`src/shared/l2ba_pkg.sv`:
```
// Package: constants and carriers for the level-2 bandwidth arbiter
package l2ba_pkg;
  localparam int unsigned PRI_W = 3;
  localparam int unsigned CNT_W = 8;
  localparam int unsigned MID_W = 4;
  localparam int unsigned NREQ = 3;
  localparam int unsigned IDX_CORE = 0;
  localparam int unsigned IDX_COPY = 1;
  localparam int unsigned IDX_SLAVE = 2;
  localparam logic [31:0] ADDR_COPY_CNT = 32'h0182_0110;
  localparam logic [31:0] ADDR_CPU_CTRL = 32'h0184_1000;
  localparam logic [31:0] ADDR_MST_PRI1 = 32'h01C1_4114;
  localparam logic [31:0] ADDR_MST_PRI2 = 32'h01C1_4118;
  localparam int unsigned CPU_PRI_LSB = 0;
  localparam int unsigned COPY_PRI_LSB = 29;
  localparam int unsigned MST_FLD_W = 4;
  localparam logic [31:0] RST_CPU_CTRL = 32'h0000_0001;
  localparam logic [31:0] RST_COPY_CNT = 32'h0000_0000;
  localparam logic [31:0] RST_MST_PRI = 32'h4444_4444;
  localparam logic [PRI_W-1:0] LVL_CMD = 3'h7;
  localparam logic [31:0] RD_ZERO = 32'h0000_0000;

  typedef struct packed {
    logic core;
    logic copy;
    logic slave;
  } l2ba_req_s;

  typedef struct packed {
    logic [31:0] addr;
    logic [31:0] wdata;
    logic wr;
    logic rd;
  } l2ba_cfg_s;
endpackage : l2ba_pkg

```
`src/verilog/l2ba_arbiter.sv`:
```
// Level-2 RAM bandwidth arbiter between the core and the DMA requesters
`timescale 1ns/1ps
`default_nettype none
module l2ba_arbiter
  import l2ba_pkg::*;
(
  input wire logic clk,
  input wire logic arst_n,
  input wire l2ba_cfg_s cfg,
  output logic [31:0] rdata,
  input wire l2ba_req_s req,
  input wire logic [MID_W-1:0] slave_mid,
  input wire logic [CNT_W-1:0] contention_threshold,
  output l2ba_req_s gnt
);

  logic [31:0] cpu_priority_ctrl;
  logic [31:0] local_copy_ch1_count;
  logic [31:0] master_priority_1;
  logic [31:0] master_priority_2;
  logic [CNT_W-1:0] cnt [NREQ];

  // Slave master field pick, used by the priority decode
  function automatic logic [PRI_W-1:0] master_field(
    input logic [63:0] words,
    input logic [MID_W-1:0] mid
  );
    int unsigned base;
    base = int'(mid) * MST_FLD_W;
    return words[base +: PRI_W];
  endfunction : master_field

  // True when a live request of priority a outranks b
  function automatic logic outranks(
    input logic live,
    input logic [PRI_W-1:0] a,
    input logic [PRI_W-1:0] b
  );
    return live && (a < b);
  endfunction : outranks

  // Register decode
  wire logic hit_cpu = cfg.addr == ADDR_CPU_CTRL;
  wire logic hit_copy = cfg.addr == ADDR_COPY_CNT;
  wire logic hit_mst1 = cfg.addr == ADDR_MST_PRI1;
  wire logic hit_mst2 = cfg.addr == ADDR_MST_PRI2;
  wire logic hit_any = hit_cpu || hit_copy || hit_mst1 || hit_mst2;
  wire logic [31:0] rd_mux =
    hit_cpu  ? cpu_priority_ctrl :
    hit_copy ? local_copy_ch1_count :
    hit_mst1 ? master_priority_1 :
    hit_mst2 ? master_priority_2 : RD_ZERO;

  // Priority sources
  wire logic [PRI_W-1:0] pri_core = cpu_priority_ctrl[CPU_PRI_LSB +: PRI_W];
  wire logic [PRI_W-1:0] pri_copy = local_copy_ch1_count[COPY_PRI_LSB +: PRI_W];
  wire logic [PRI_W-1:0] pri_slave =
    master_field({master_priority_2, master_priority_1}, slave_mid);

  // Request vector; both non-core sources count as DMA
  wire logic [NREQ-1:0] rv = {req.slave, req.copy, req.core};
  wire logic [NREQ-1:0] dma_mask = {1'b1, 1'b1, 1'b0};

  // Starvation detect
  logic [NREQ-1:0] starv;
  always_comb begin
    for (int i = 0; i < NREQ; i++) begin
      starv[i] = rv[i] && (cnt[i] >= contention_threshold);
    end
  end
  wire logic any_starv = |starv;

  // Command logic sits at level 7 and blocks the slave port while the core requests, unless the slave request is starved
  wire logic cmd_block = req.core && (pri_core == LVL_CMD);
  wire logic slave_live = req.slave && !cmd_block;

  // Priority pick; ties go to the core, then copy before slave
  wire logic win_core = req.core &&
    !outranks(req.copy, pri_copy, pri_core) &&
    !outranks(slave_live, pri_slave, pri_core);
  wire logic win_copy = req.copy && !win_core &&
    !outranks(slave_live, pri_slave, pri_copy);
  wire logic win_slave = slave_live && !win_core && !win_copy;

  // Starved requesters preempt; DMA first since the core rarely waits
  wire logic st_copy = starv[IDX_COPY];
  wire logic st_slave = starv[IDX_SLAVE] && !st_copy;
  wire logic st_core = starv[IDX_CORE] && !(|(starv & dma_mask));

  logic [NREQ-1:0] next_gnt;
  always_comb begin
    next_gnt = '0;
    if (any_starv) begin
      next_gnt[IDX_COPY] = st_copy;
      next_gnt[IDX_SLAVE] = st_slave;
      next_gnt[IDX_CORE] = st_core;
    end else begin
      next_gnt[IDX_CORE] = win_core;
      next_gnt[IDX_COPY] = win_copy;
      next_gnt[IDX_SLAVE] = win_slave;
    end
  end

  // Any live request that loses this cycle is blocked
  wire logic [NREQ-1:0] blocked = rv & ~next_gnt;

  // Register file
  always_ff @(posedge clk or negedge arst_n) begin
    if (!arst_n) begin
      cpu_priority_ctrl <= RST_CPU_CTRL;
      local_copy_ch1_count <= RST_COPY_CNT;
      master_priority_1 <= RST_MST_PRI;
      master_priority_2 <= RST_MST_PRI;
    end else if (cfg.wr) begin
      if (hit_cpu) cpu_priority_ctrl <= cfg.wdata;
      if (hit_copy) local_copy_ch1_count <= cfg.wdata;
      if (hit_mst1) master_priority_1 <= cfg.wdata;
      if (hit_mst2) master_priority_2 <= cfg.wdata;
    end
  end

  // Read port; unmapped addresses answer zero
  always_ff @(posedge clk or negedge arst_n) begin
    if (!arst_n) begin
      rdata <= RD_ZERO;
    end else if (cfg.rd) begin
      rdata <= rd_mux;
    end
  end

  // Grant slice register
  always_ff @(posedge clk or negedge arst_n) begin
    if (!arst_n) begin
      gnt <= '0;
    end else begin
      gnt <= {next_gnt[IDX_CORE], next_gnt[IDX_COPY], next_gnt[IDX_SLAVE]};
    end
  end

  // Contention counters saturate at the threshold so they cannot wrap
  always_ff @(posedge clk or negedge arst_n) begin
    if (!arst_n) begin
      for (int i = 0; i < NREQ; i++) begin
        cnt[i] <= '0;
      end
    end else begin
      for (int i = 0; i < NREQ; i++) begin
        if (!blocked[i]) begin
          cnt[i] <= '0;
        end else if (cnt[i] < contention_threshold) begin
          cnt[i] <= cnt[i] + 1'b1;
        end
      end
    end
  end

  // Checks
  one_grant_a: assert property (@(posedge clk) disable iff (!arst_n)
    $onehot0({gnt.core, gnt.copy, gnt.slave})
  ) else $error("more than one grant in a cycle");

  grant_has_req_a: assert property (@(posedge clk) disable iff (!arst_n)
    (|rv) && !(cmd_block && rv == 3'h4) |=> (gnt.core || gnt.copy || gnt.slave)
  ) else $error("live request left without a grant");

  count_up_a: assert property (@(posedge clk) disable iff (!arst_n)
    blocked[IDX_SLAVE] && cnt[IDX_SLAVE] < contention_threshold
    |=> cnt[IDX_SLAVE] == $past(cnt[IDX_SLAVE]) + 1'b1
  ) else $error("blocked slave request did not count");

  starve_grant_a: assert property (@(posedge clk) disable iff (!arst_n)
    req.copy && cnt[IDX_COPY] >= contention_threshold |=> gnt.copy
  ) else $error("starved copy request not granted");

  starve_bound_a: assert property (@(posedge clk) disable iff (!arst_n)
    (req.slave && !req.copy && contention_threshold == 8'h02)[*4]
    |-> gnt.slave || $past(gnt.slave) || $past(gnt.slave, 2)
  ) else $error("slave request waited past the threshold");

  tie_core_a: assert property (@(posedge clk) disable iff (!arst_n)
    req.core && req.copy && !req.slave && pri_copy == pri_core && !any_starv
    |=> gnt.core && !gnt.copy
  ) else $error("equal priority tie not given to core");

  cmd_stall_a: assert property (@(posedge clk) disable iff (!arst_n)
    req.core && pri_core == LVL_CMD && !starv[IDX_SLAVE] |=> !gnt.slave
  ) else $error("slave port passed command logic at level 7");

  cpu_write_a: assert property (@(posedge clk) disable iff (!arst_n)
    cfg.wr && hit_cpu |=> pri_core == $past(cfg.wdata[CPU_PRI_LSB +: PRI_W])
  ) else $error("core priority not taken from its register");

  copy_write_a: assert property (@(posedge clk) disable iff (!arst_n)
    cfg.wr && hit_copy |=> pri_copy == $past(cfg.wdata[COPY_PRI_LSB +: PRI_W])
  ) else $error("copy priority field not taken from count write");

  master_pick_a: assert property (@(posedge clk) disable iff (!arst_n)
    slave_mid == 4'h9 |-> pri_slave == master_priority_2[6:4]
  ) else $error("slave priority not from issuing master field");

  urgent_wins_a: assert property (@(posedge clk) disable iff (!arst_n)
    req.core && req.copy && !req.slave && pri_copy < pri_core && !any_starv
    |=> gnt.copy && !gnt.core
  ) else $error("more urgent copy request lost to core");

  core_over_slave_a: assert property (@(posedge clk) disable iff (!arst_n)
    req.core && req.slave && !req.copy && pri_core < pri_slave && !any_starv
    |=> gnt.core && !gnt.slave
  ) else $error("more urgent core request lost to slave port");

  grant_on_req_a: assert property (@(posedge clk) disable iff (!arst_n)
    gnt.core || gnt.copy || gnt.slave
    |-> ({gnt.core, gnt.copy, gnt.slave} & ~$past({req.core, req.copy, req.slave})) == 3'h0
  ) else $error("grant without a request in the cycle before");

  core_count_a: assert property (@(posedge clk) disable iff (!arst_n)
    blocked[IDX_CORE] && cnt[IDX_CORE] < contention_threshold
    |=> cnt[IDX_CORE] == $past(cnt[IDX_CORE]) + 1'b1
  ) else $error("blocked core request did not count");

  copy_count_a: assert property (@(posedge clk) disable iff (!arst_n)
    blocked[IDX_COPY] && cnt[IDX_COPY] < contention_threshold
    |=> cnt[IDX_COPY] == $past(cnt[IDX_COPY]) + 1'b1
  ) else $error("blocked copy request did not count");

  count_clear_a: assert property (@(posedge clk) disable iff (!arst_n)
    !req.copy || next_gnt[IDX_COPY] |=> cnt[IDX_COPY] == '0
  ) else $error("copy counter kept counting without contention");

  slave_clear_a: assert property (@(posedge clk) disable iff (!arst_n)
    !req.slave || next_gnt[IDX_SLAVE] |=> cnt[IDX_SLAVE] == '0
  ) else $error("slave counter kept counting without contention");

  slave_starve_a: assert property (@(posedge clk) disable iff (!arst_n)
    req.slave && cnt[IDX_SLAVE] >= contention_threshold && !starv[IDX_COPY]
    |=> gnt.slave
  ) else $error("starved slave request not granted");

  // Wait watch on the copy engine, kept apart from its contention counter
  // Restarts when the threshold moves, so each threshold is judged alone
  logic [CNT_W-1:0] thr_seen;
  logic [CNT_W:0] copy_wait;
  always_ff @(posedge clk or negedge arst_n) begin
    if (!arst_n) begin
      thr_seen <= '0;
      copy_wait <= '0;
    end else begin
      thr_seen <= contention_threshold;
      if (!req.copy || gnt.copy || thr_seen != contention_threshold) begin
        copy_wait <= '0;
      end else if (copy_wait != '1) begin
        copy_wait <= copy_wait + 1'b1;
      end
    end
  end

  copy_wait_a: assert property (@(posedge clk) disable iff (!arst_n)
    copy_wait <= {1'b0, contention_threshold} + 1'b1
  ) else $error("copy request waited past the threshold");

  unmapped_write_a: assert property (@(posedge clk) disable iff (!arst_n)
    cfg.wr && !hit_any
    |=> $stable(cpu_priority_ctrl) && $stable(local_copy_ch1_count)
      && $stable(master_priority_1) && $stable(master_priority_2)
  ) else $error("write to an unmapped address changed a register");

  unmapped_read_a: assert property (@(posedge clk) disable iff (!arst_n)
    cfg.rd && !hit_any |=> rdata == RD_ZERO
  ) else $error("unmapped read did not answer zero");

  core_read_a: assert property (@(posedge clk) disable iff (!arst_n)
    cfg.rd && hit_cpu |=> rdata == $past(cpu_priority_ctrl)
  ) else $error("core priority register read back wrong");

  copy_read_a: assert property (@(posedge clk) disable iff (!arst_n)
    cfg.rd && hit_copy |=> rdata == $past(local_copy_ch1_count)
  ) else $error("copy count register read back wrong");

  mst_read_a: assert property (@(posedge clk) disable iff (!arst_n)
    cfg.rd && hit_mst2 |=> rdata == $past(master_priority_2)
  ) else $error("master priority register read back wrong");

  read_hold_a: assert property (@(posedge clk) disable iff (!arst_n)
    !cfg.rd |=> $stable(rdata)
  ) else $error("read data changed without a read");

  mst1_write_a: assert property (@(posedge clk) disable iff (!arst_n)
    cfg.wr && hit_mst1 |=> master_priority_1 == $past(cfg.wdata)
  ) else $error("low master priority word not written");

  mst2_write_a: assert property (@(posedge clk) disable iff (!arst_n)
    cfg.wr && hit_mst2 |=> master_priority_2 == $past(cfg.wdata)
  ) else $error("high master priority word not written");

endmodule : l2ba_arbiter
`default_nettype wire

```
`config.mk`:
```
export PLATFORM = sky130hd
export DESIGN_NAME = l2ba_arbiter
export DESIGN_NICKNAME = d
export VERILOG_FILES = /design/src/shared/l2ba_pkg.sv /design/src/verilog/l2ba_arbiter.sv
export SDC_FILE = /design/constraint.sdc
export NUM_CORES = 1
export LEC_CHECK = 0
export ABC_AREA = 1
export BUFFER_PORTS_ARGS = -buffer_cell sky130_fd_sc_hd__buf_2
export CORE_MARGIN = 4
export CORE_UTILIZATION = 45
export CTS_CLUSTER_DIAMETER = 30
export DETAILED_ROUTE_END_ITERATION = 10
export PLACE_DENSITY = 0.67
export SKIP_CTS_REPAIR_TIMING = 1
export SLEW_MARGIN = 20
export SYNTH_ARGS = -nofsm -noshare
export SYNTH_HDL_FRONTEND = slang
export SYNTH_SLANG_ARGS = --single-unit
```
`constraint.sdc`:
```
create_clock -name clk -period 2.6 [get_ports clk]
set_input_delay 0.52 -clock clk [delete_from_list [all_inputs] [get_ports clk]]
set_output_delay 0.52 -clock clk [all_outputs]
set_load 0.02 [all_outputs]
```
==> results.md, run 1 <==
* Reg2reg start: master_priority_1[26]
* Core area at around 20000 sq um
* Sequential element share of the synthesized area at 0.4932
* Synth area leader: dfrtp_1
* # setup viols final at 0
* Leading register cell type out of synthesis: dfrtp_1
* Synth warn at 0
* H-Tree Depth at 4
* Sink Count at approximately 190
* Reg2Reg Depth at 11
* Layout area overhead at 17.31%
* TritonCTS Buffers at 17
* F_max at 417.6 MHz
* All-layer global routing usage at 0.2030
* Crit. End Element: register
* Worst skew pair latency at roughly 0.43 ns
* RSZ-0062 raised after global routing: false
* Slowest CP cell: dfstp_2
* Outcome: completed
* Reg2reg setup slack at 0.21 ns
* GPL Wtd Cong at slightly below 0.9
* Slew @ Worst Pin at 0.6847 ns
* FF+latch count, synth at approximately 190
* Worst rel slew slack at 0.5435
* Grt ovf at 0
* I/O pins at 118
* ANT nets after route at 0
* Switching power at approximately 1.5 mW
* Max Cap Violations at 0
* Proportion of layout cells with a drive suffix above 1 at 0.1753
* WS Path Type: register to register
* Fin area at roughly 11000 sq um
* Final wirelength at 23.43 mm
* Largest cells by area after synthesis: dfrtp_1 45%, nand2_1 13%, o21ai_1 6.9%
* CP required at ~2.9 ns
* Die footprint at around 24000 sq um
* CP most frequent cell: nand2_1
* Port buffer count at 117
* Period Utilization, post-route at 0.9209
* CP Launch Type: register
* Die Span Y at around 150 um
* Synth Instances at between 1000 and 1500
* Wire length per cell at ~15 um
* Fin nets at around 1400
* Static Leakage at between 5 and 6 nW
* DRC at 0
* Commonest non-fill, non-tap cell in the layout: nand2_1
* DRT iter0 DRCs at roughly 520
* Worst-path maximum fanout at 8
* Worst path max stage delay at 0.55 ns
* Synth async-reset ratio at 1.000
* Synth unique cells at 42
* Vias at 8106
* Antenna cells at 0
* Min Tclk post-route at between 2 and 2.5 ns
* Clock share of power at 0.427
* Die width at around 150 um
* FF-to-FF End: cnt[6]
* Min-delay worst type: input port to async pin
* Syn Nets at ~1300
* Combinational share of power at 0.075
* Clock root cell: clkbuf_16
* Crit path cell chain: o21ai_1 > o221ai_1 > nand3_1 > nand2_2 > ha_4 > a2111oi_2 > nand2_1 > nand2_1 > nand4_1 > nand3_4 > nor2_1
* First-pass GRT wire length at about 40 mm
* TritonCTS clock tree: yes
* PwrDens at ~530 nW/um^2
* Max clock buf depth at 2
* Cell-internal power at about 4.4 mW
* Row count at 52
* Final HPWL DP at roughly 16 mm
* DP Area at about 11000 sq um
* Via density at about 5.1
* Initial Utilization at 0.4636
* CTS clk-pin slew, worst paths at 0.07 ns
* Seq pwr share at 0.498
* Avg Inst Size Synth at 8.085 sq um
* Maximum number of pins on one net before global-route repair at 65
* VDD IR max at between 0.4 and 0.5 mV
* Final Hold Vio Count at 0
* Switching share of power at 0.2498
* Most frequent cells in the layout: 321 x nand2_1, 170 x dfrtp_1, 137 x o21ai_1, 116 x buf_2, 114 x inv_1
* Initial antenna violation count at 2
* Synthesized area at 9532 sq um
* Top cell type's share of synthesized area at 0.4463
* Tot Pwr at 5.910 mW
* Post-synth EDFFs at 0
* Vias in the first global route at 7822
* Clock Skew at 0.01060 ns
* Pins over their slew limit at 0
* Crit path DAT at between 2 and 3 ns
* Pre-antenna DRT Iters at 5
## sequential cells by signal, summed over array words and instances, names as in the netlist
register and flops:
master_priority_2 32, rdata 32, cnt 24, gnt 3, cpu_priority_ctrl 32, local_copy_ch1_count 32, master_priority_1 32
## worst max-delay path: cells and delay by family, from the launching register on
family	cells	cell delay (ns)
DFF	1	0.55
AOI/OAI and AO/OA	3	0.65
adders and majority gates	1	0.22
and+or+nand+nor	7	0.86
## synth_stat cells, types with 4 or more instances
cell type / n
inv_1: 114
clkbuf_1: 23
buf_4: 7
dfstp_2: 17
o221ai_1: 6
dfrtp_1: 170
nand2_2: 4
xor2_1: 15
o21ai_0: 22
nand2_1: 322
buf_2: 27
nor2_1: 69
ha_1: 33
nand4_1: 9
nand3_1: 91
a21oi_1: 77
o21ai_1: 131
## area by class of cell
type	count	area, sq um
Multi-Input combinational cell	818	4193
Clock inverter	14	137.6
Inverter	117	439.2
Fill cell	1975	9378
Sequential cell	187	4701
Tap cell	270	337.8
Timing Repair Buffer	152	944.7
Clock buffer	18	429.2
## logic make-up (layout without fill, tap and decap cells)
kind of cell,after synthesis,count (layout),share of synthesized area
AO/OA/AOI/OAI,246,246,0.1348
XOR/XNOR,18,18,0.01654
adder cells (fa/ha/maj),33,33,0.04332
buffers and inverters,174,301,0.07482
flip-flops,187,187,0.4932
multiplexers,1,1,0.001050
AND/OR/NAND/NOR,520,520,0.2363
## stage by stage
step | cells | hold WS (ns) | worst slack, ns | TNS (ns) | util
2_1_floorplan | 1179 | 0.2244 | 0.01127 | 0 | -
3_3_place_gp | 1544 | 0.4593 | -0.1044 | -1.904 | 0.5143
3_5_place_dp | 1544 | 0.4597 | -0.1490 | -2.380 | 0.5143
4_1_cts | 1576 | 0.1037 | 0.07913 | 0 | 0.5419
5_1_grt | 1576 | 0.1226 | 0.01725 | 0 | 0.5439
6_report | 1576 | 0.08103 | 0.2055 | 0 | 0.5439
## routing by layer
metal | vias to the layer above | wire length (um) | global-route usage
li1 | 4079 | - | -
met1 | 3794 | 10890 | 0.2854
met2 | 202 | 11070 | 0.3313
met3 | 27 | 1181 | 0.03569
met4 | 4 | 281 | 0.04626
met5 | - | 13 | 0
## worst max-delay path by stage
stage / startpoint / slack, ns / endpoint
floorplan: slave_mid[0] / 0.01 / cnt[10]
global placement: slave_mid[0] / -0.10 / cnt[15]
detailed placement: slave_mid[0] / -0.15 / cnt[15]
CTS: master_priority_1[26] / 0.08 / cnt[15]
global route: master_priority_1[6] / 0.02 / cnt[6]
finish: master_priority_1[26] / 0.21 / cnt[6]
## power groups by stage
stage / sequential, mW / clock (mW) / combinational, mW
global route: 2.94 / 2.70 / 0.508
floorplan: 3.00 / 0 / 0.217
detailed placement: 3.00 / 0 / 0.439
finish: 2.94 / 2.52 / 0.445
CTS: 2.94 / 2.57 / 0.443
global placement: 2.99 / 0 / 0.432
Power figures use the tool's default switching activity.
==> run 2, diff against run 1 <==
CORE_UTILIZATION = 50   (was 45)
PLACE_DENSITY = 0.72   (was 0.67)
REMOVE_ABC_BUFFERS = 1   (was default)
==> run 2 against run 1 <==
Compared with the run above:
- worst hold slack worse by 0.0059 ns
- largest power group unchanged
- sequential power hardly changed
- via count is 2.3% higher
- clock skew is 0.0037 ns lower
- sequential share of layout area hardly changed
- combinational power is 2% lower
==> results.md, run 2 (synthesis results as in run 1) <==
* Most frequent cells in the layout: 321 x nand2_1, 170 x dfrtp_1, 131 x o21ai_1, 116 x buf_2, 114 x inv_1
* Reg2reg setup slack at 0.15 ns (-0.06 ns)
* CP required at 2.97 ns (+0.05 ns)
* Worst path max stage delay at 0.55 ns (about the same)
* Wire length per cell at 15.28 um (+2.8%)
* Die width at 146.1 um (-4.9%)
* Clock share of power at 0.452 (+0.025)
* Final HPWL DP at 16.32 mm (about the same)
* H-Tree Depth at 4 (unchanged)
* Combinational share of power at 0.071 (-0.004)
* CP Launch Type: register
* DRC at 0 (unchanged)
* DP Cell Count at 1511 (-2.1%)
* Hold_ws at 0.07515 ns (-0.005880 ns)
* CTS clk-pin slew, worst paths at 0.06 ns (about the same)
* Static Leakage at 5.612 nW (+0.81%)
* ANT nets after route at 0 (unchanged)
* Final wirelength at 23.60 mm (+0.69%)
* I/O pins at 118 (unchanged)
* Final Hold Vio Count at 0 (unchanged)
* Row count at 50 (-3.8%)
* Crit. End Element: register
* Slew @ Worst Pin at 0.5859 ns (-0.09886 ns)
* Switching power at 1.426 mW (-3.4%)
* Die Span Y at 146.1 um (-4.9%)
* Pins over their slew limit at 0 (unchanged)
* Core area at 18710 sq um (-9.0%)
* WS Path Type: register to register
* Fin nets at 1412 (+0.21%)
* Filler instances at 1676 (-15%)
* Port buffer count at 117 (unchanged)
* Cell-internal power at 4.737 mW (+6.8%)
* First-pass GRT wire length at 39.70 mm (+0.23%)
* # setup viols final at 0 (unchanged)
* Final WS setup at 0.1480 ns (-0.05752 ns)
* Worst rel slew slack at 0.6094 (+0.06590)
* Max Cap Violations at 0 (unchanged)
* Slowest CP cell: dfstp_2
* Max clock buf depth at 2 (unchanged)
* Tot Pwr at 6.163 mW (+4.3%)
* VDD IR max at 0.4521 mV (+0.18%)
* Via density at 5.370 (+4.4%)
* Pre-antenna DRT Iters at 5 (unchanged)
* Initial Utilization at 0.5096 (+0.04596)
* Die footprint at 21340 sq um (-9.5%)
* TritonCTS Buffers at 17 (unchanged)
* DRT iter0 DRCs at 356 (-31%)
* Period Utilization, post-route at 0.9431 (+0.02212)
* Finished Layout Cells at 1544 (-2.0%)
* Crit path DAT at 2.82 ns (+0.11 ns)
* F_max at 407.8 MHz (-2.3%)
* Min Tclk post-route at 2.452 ns (+0.05752 ns)
* Vias at 8292 (+2.3%)
* Vias in the first global route at 8222 (+5.1%)
* Grt ovf at 0 (unchanged)
* Family with the most delay on the worst path: compound AO/OA/AOI/OAI gates
* GPL Wtd Cong at 0.8711 (-2.1%)
* Clock root cell: clkbuf_16
* All-layer global routing usage at 0.2264 (+0.02340)
* Switching share of power at 0.2315 (-0.01837)
* Clock Skew at 0.006859 ns (-0.003739 ns)
* Crit path cell chain: nor2_1 > nor2_1 > o21ai_0 > o211ai_1 > nand3_1 > nand2_2 > ha_1 > a2111oi_4 > nand2_1 > a21boi_2 > buf_4 > o21ai_4 > nor2_2
* Fin Setup TNS at 0 ns (unchanged)
* PwrDens at 551.1 nW/um^2 (+4.3%)
* Seq pwr share at 0.477 (-0.021)
* Worst skew pair latency at 0.44 ns (about the same)
* Proportion of layout cells with a drive suffix above 1 at 0.1765 (+0.001126)
* CP most frequent cell: nor2_1
* WP buf/inv at 1 (+1)
* RSZ-0062 raised after global routing: true
* Worst-path maximum fanout at 8 (unchanged)
* Pre-CTS setup slack at -0.1997 ns (-0.05074 ns)
* Layout area overhead at 17.34% (about the same)
* Initial antenna violation count at 3 (+1)
* Maximum number of pins on one net before global-route repair at 69 (+6.2%)
* Min-delay worst type: input port to async pin
* Outcome: completed
* Commonest non-fill, non-tap cell in the layout: nand2_1
* TritonCTS clock tree: yes
* Sink Count at 187 (unchanged)
==> run 2: cell count changes in the layout (fill, tap and decap cells not counted), sizes merged <==
cell      before  now
buf          151  154
bufinv         1    4
clkinvlp       3    0
clkbuf        19   21
clkinv         5    4
diode          0    1
inv          122  121
==> run 2: final cells by class <==
class	count	area, sq um	area share
flip-flops and latches	187	4701	0.4203
multi-input cells	818	4163	0.3722
clock buffers	20	446.7	0.03994
inverters	117	439.2	0.03927
clock inverters	12	185.2	0.01656
repair buffers	155	954.7	0.08536
diodes	1	2.502	0.0002237
well taps	234	292.8	0.02618
==> run 2: path summary, 6_finish.rpt <==
| check | from | endpoint | depth (start not counted) |
|---|---|---|---|
| worst min register to register | rdata[16] | rdata[16] | 2 |
| worst min-delay path | arst_n | rdata[13] | 1 |
| worst max-delay path | master_priority_2[10] | cnt[20] | 13 |
| max in group asynchronous | arst_n | master_priority_1[6] | 2 |
| min in group clk | cfg[8] | master_priority_1[6] | 3 |
| worst max register to register | master_priority_2[10] | cnt[20] | 13 |
==> run 2: worst register-to-register path, delay by kind of cell (launching register included) <==
family / cells / cell delay [ns]
buffers and inverters: 1 / 0.14
AND/OR/NAND/NOR: 6 / 0.59
flip-flops: 1 / 0.55
adder cells (fa/ha/maj): 1 / 0.27
AO/OA/AOI/OAI: 5 / 0.83
==> run 2: metal layers <==
| metal | wire (um) | global-route usage |
|---|---|---|
| met5 | 27 | 0 |
| met4 | 576 | 0.08608 |
| met3 | 1281 | 0.04655 |
| met2 | 11400 | 0.3801 |
| met1 | 10310 | 0.2909 |
==> run 2: stage by stage <==
step	cell area (sq um)	util
5_1_grt	11180	0.5979
4_1_cts	11140	0.5954
3_3_place_gp	10510	0.5616
2_1_floorplan	9258	-
3_5_place_dp	10510	0.5616
6_report	11180	0.5979
==> run 2: power by group through the flow <==
stage	logic [mW]	registers (mW)	clock network, mW
final	0.438	2.94	2.79
after global placement	0.415	2.99	0
after CTS	0.431	2.94	2.82
after floorplan	0.187	3.00	0
after global routing	0.501	2.94	2.95
after detailed placement	0.429	2.99	0
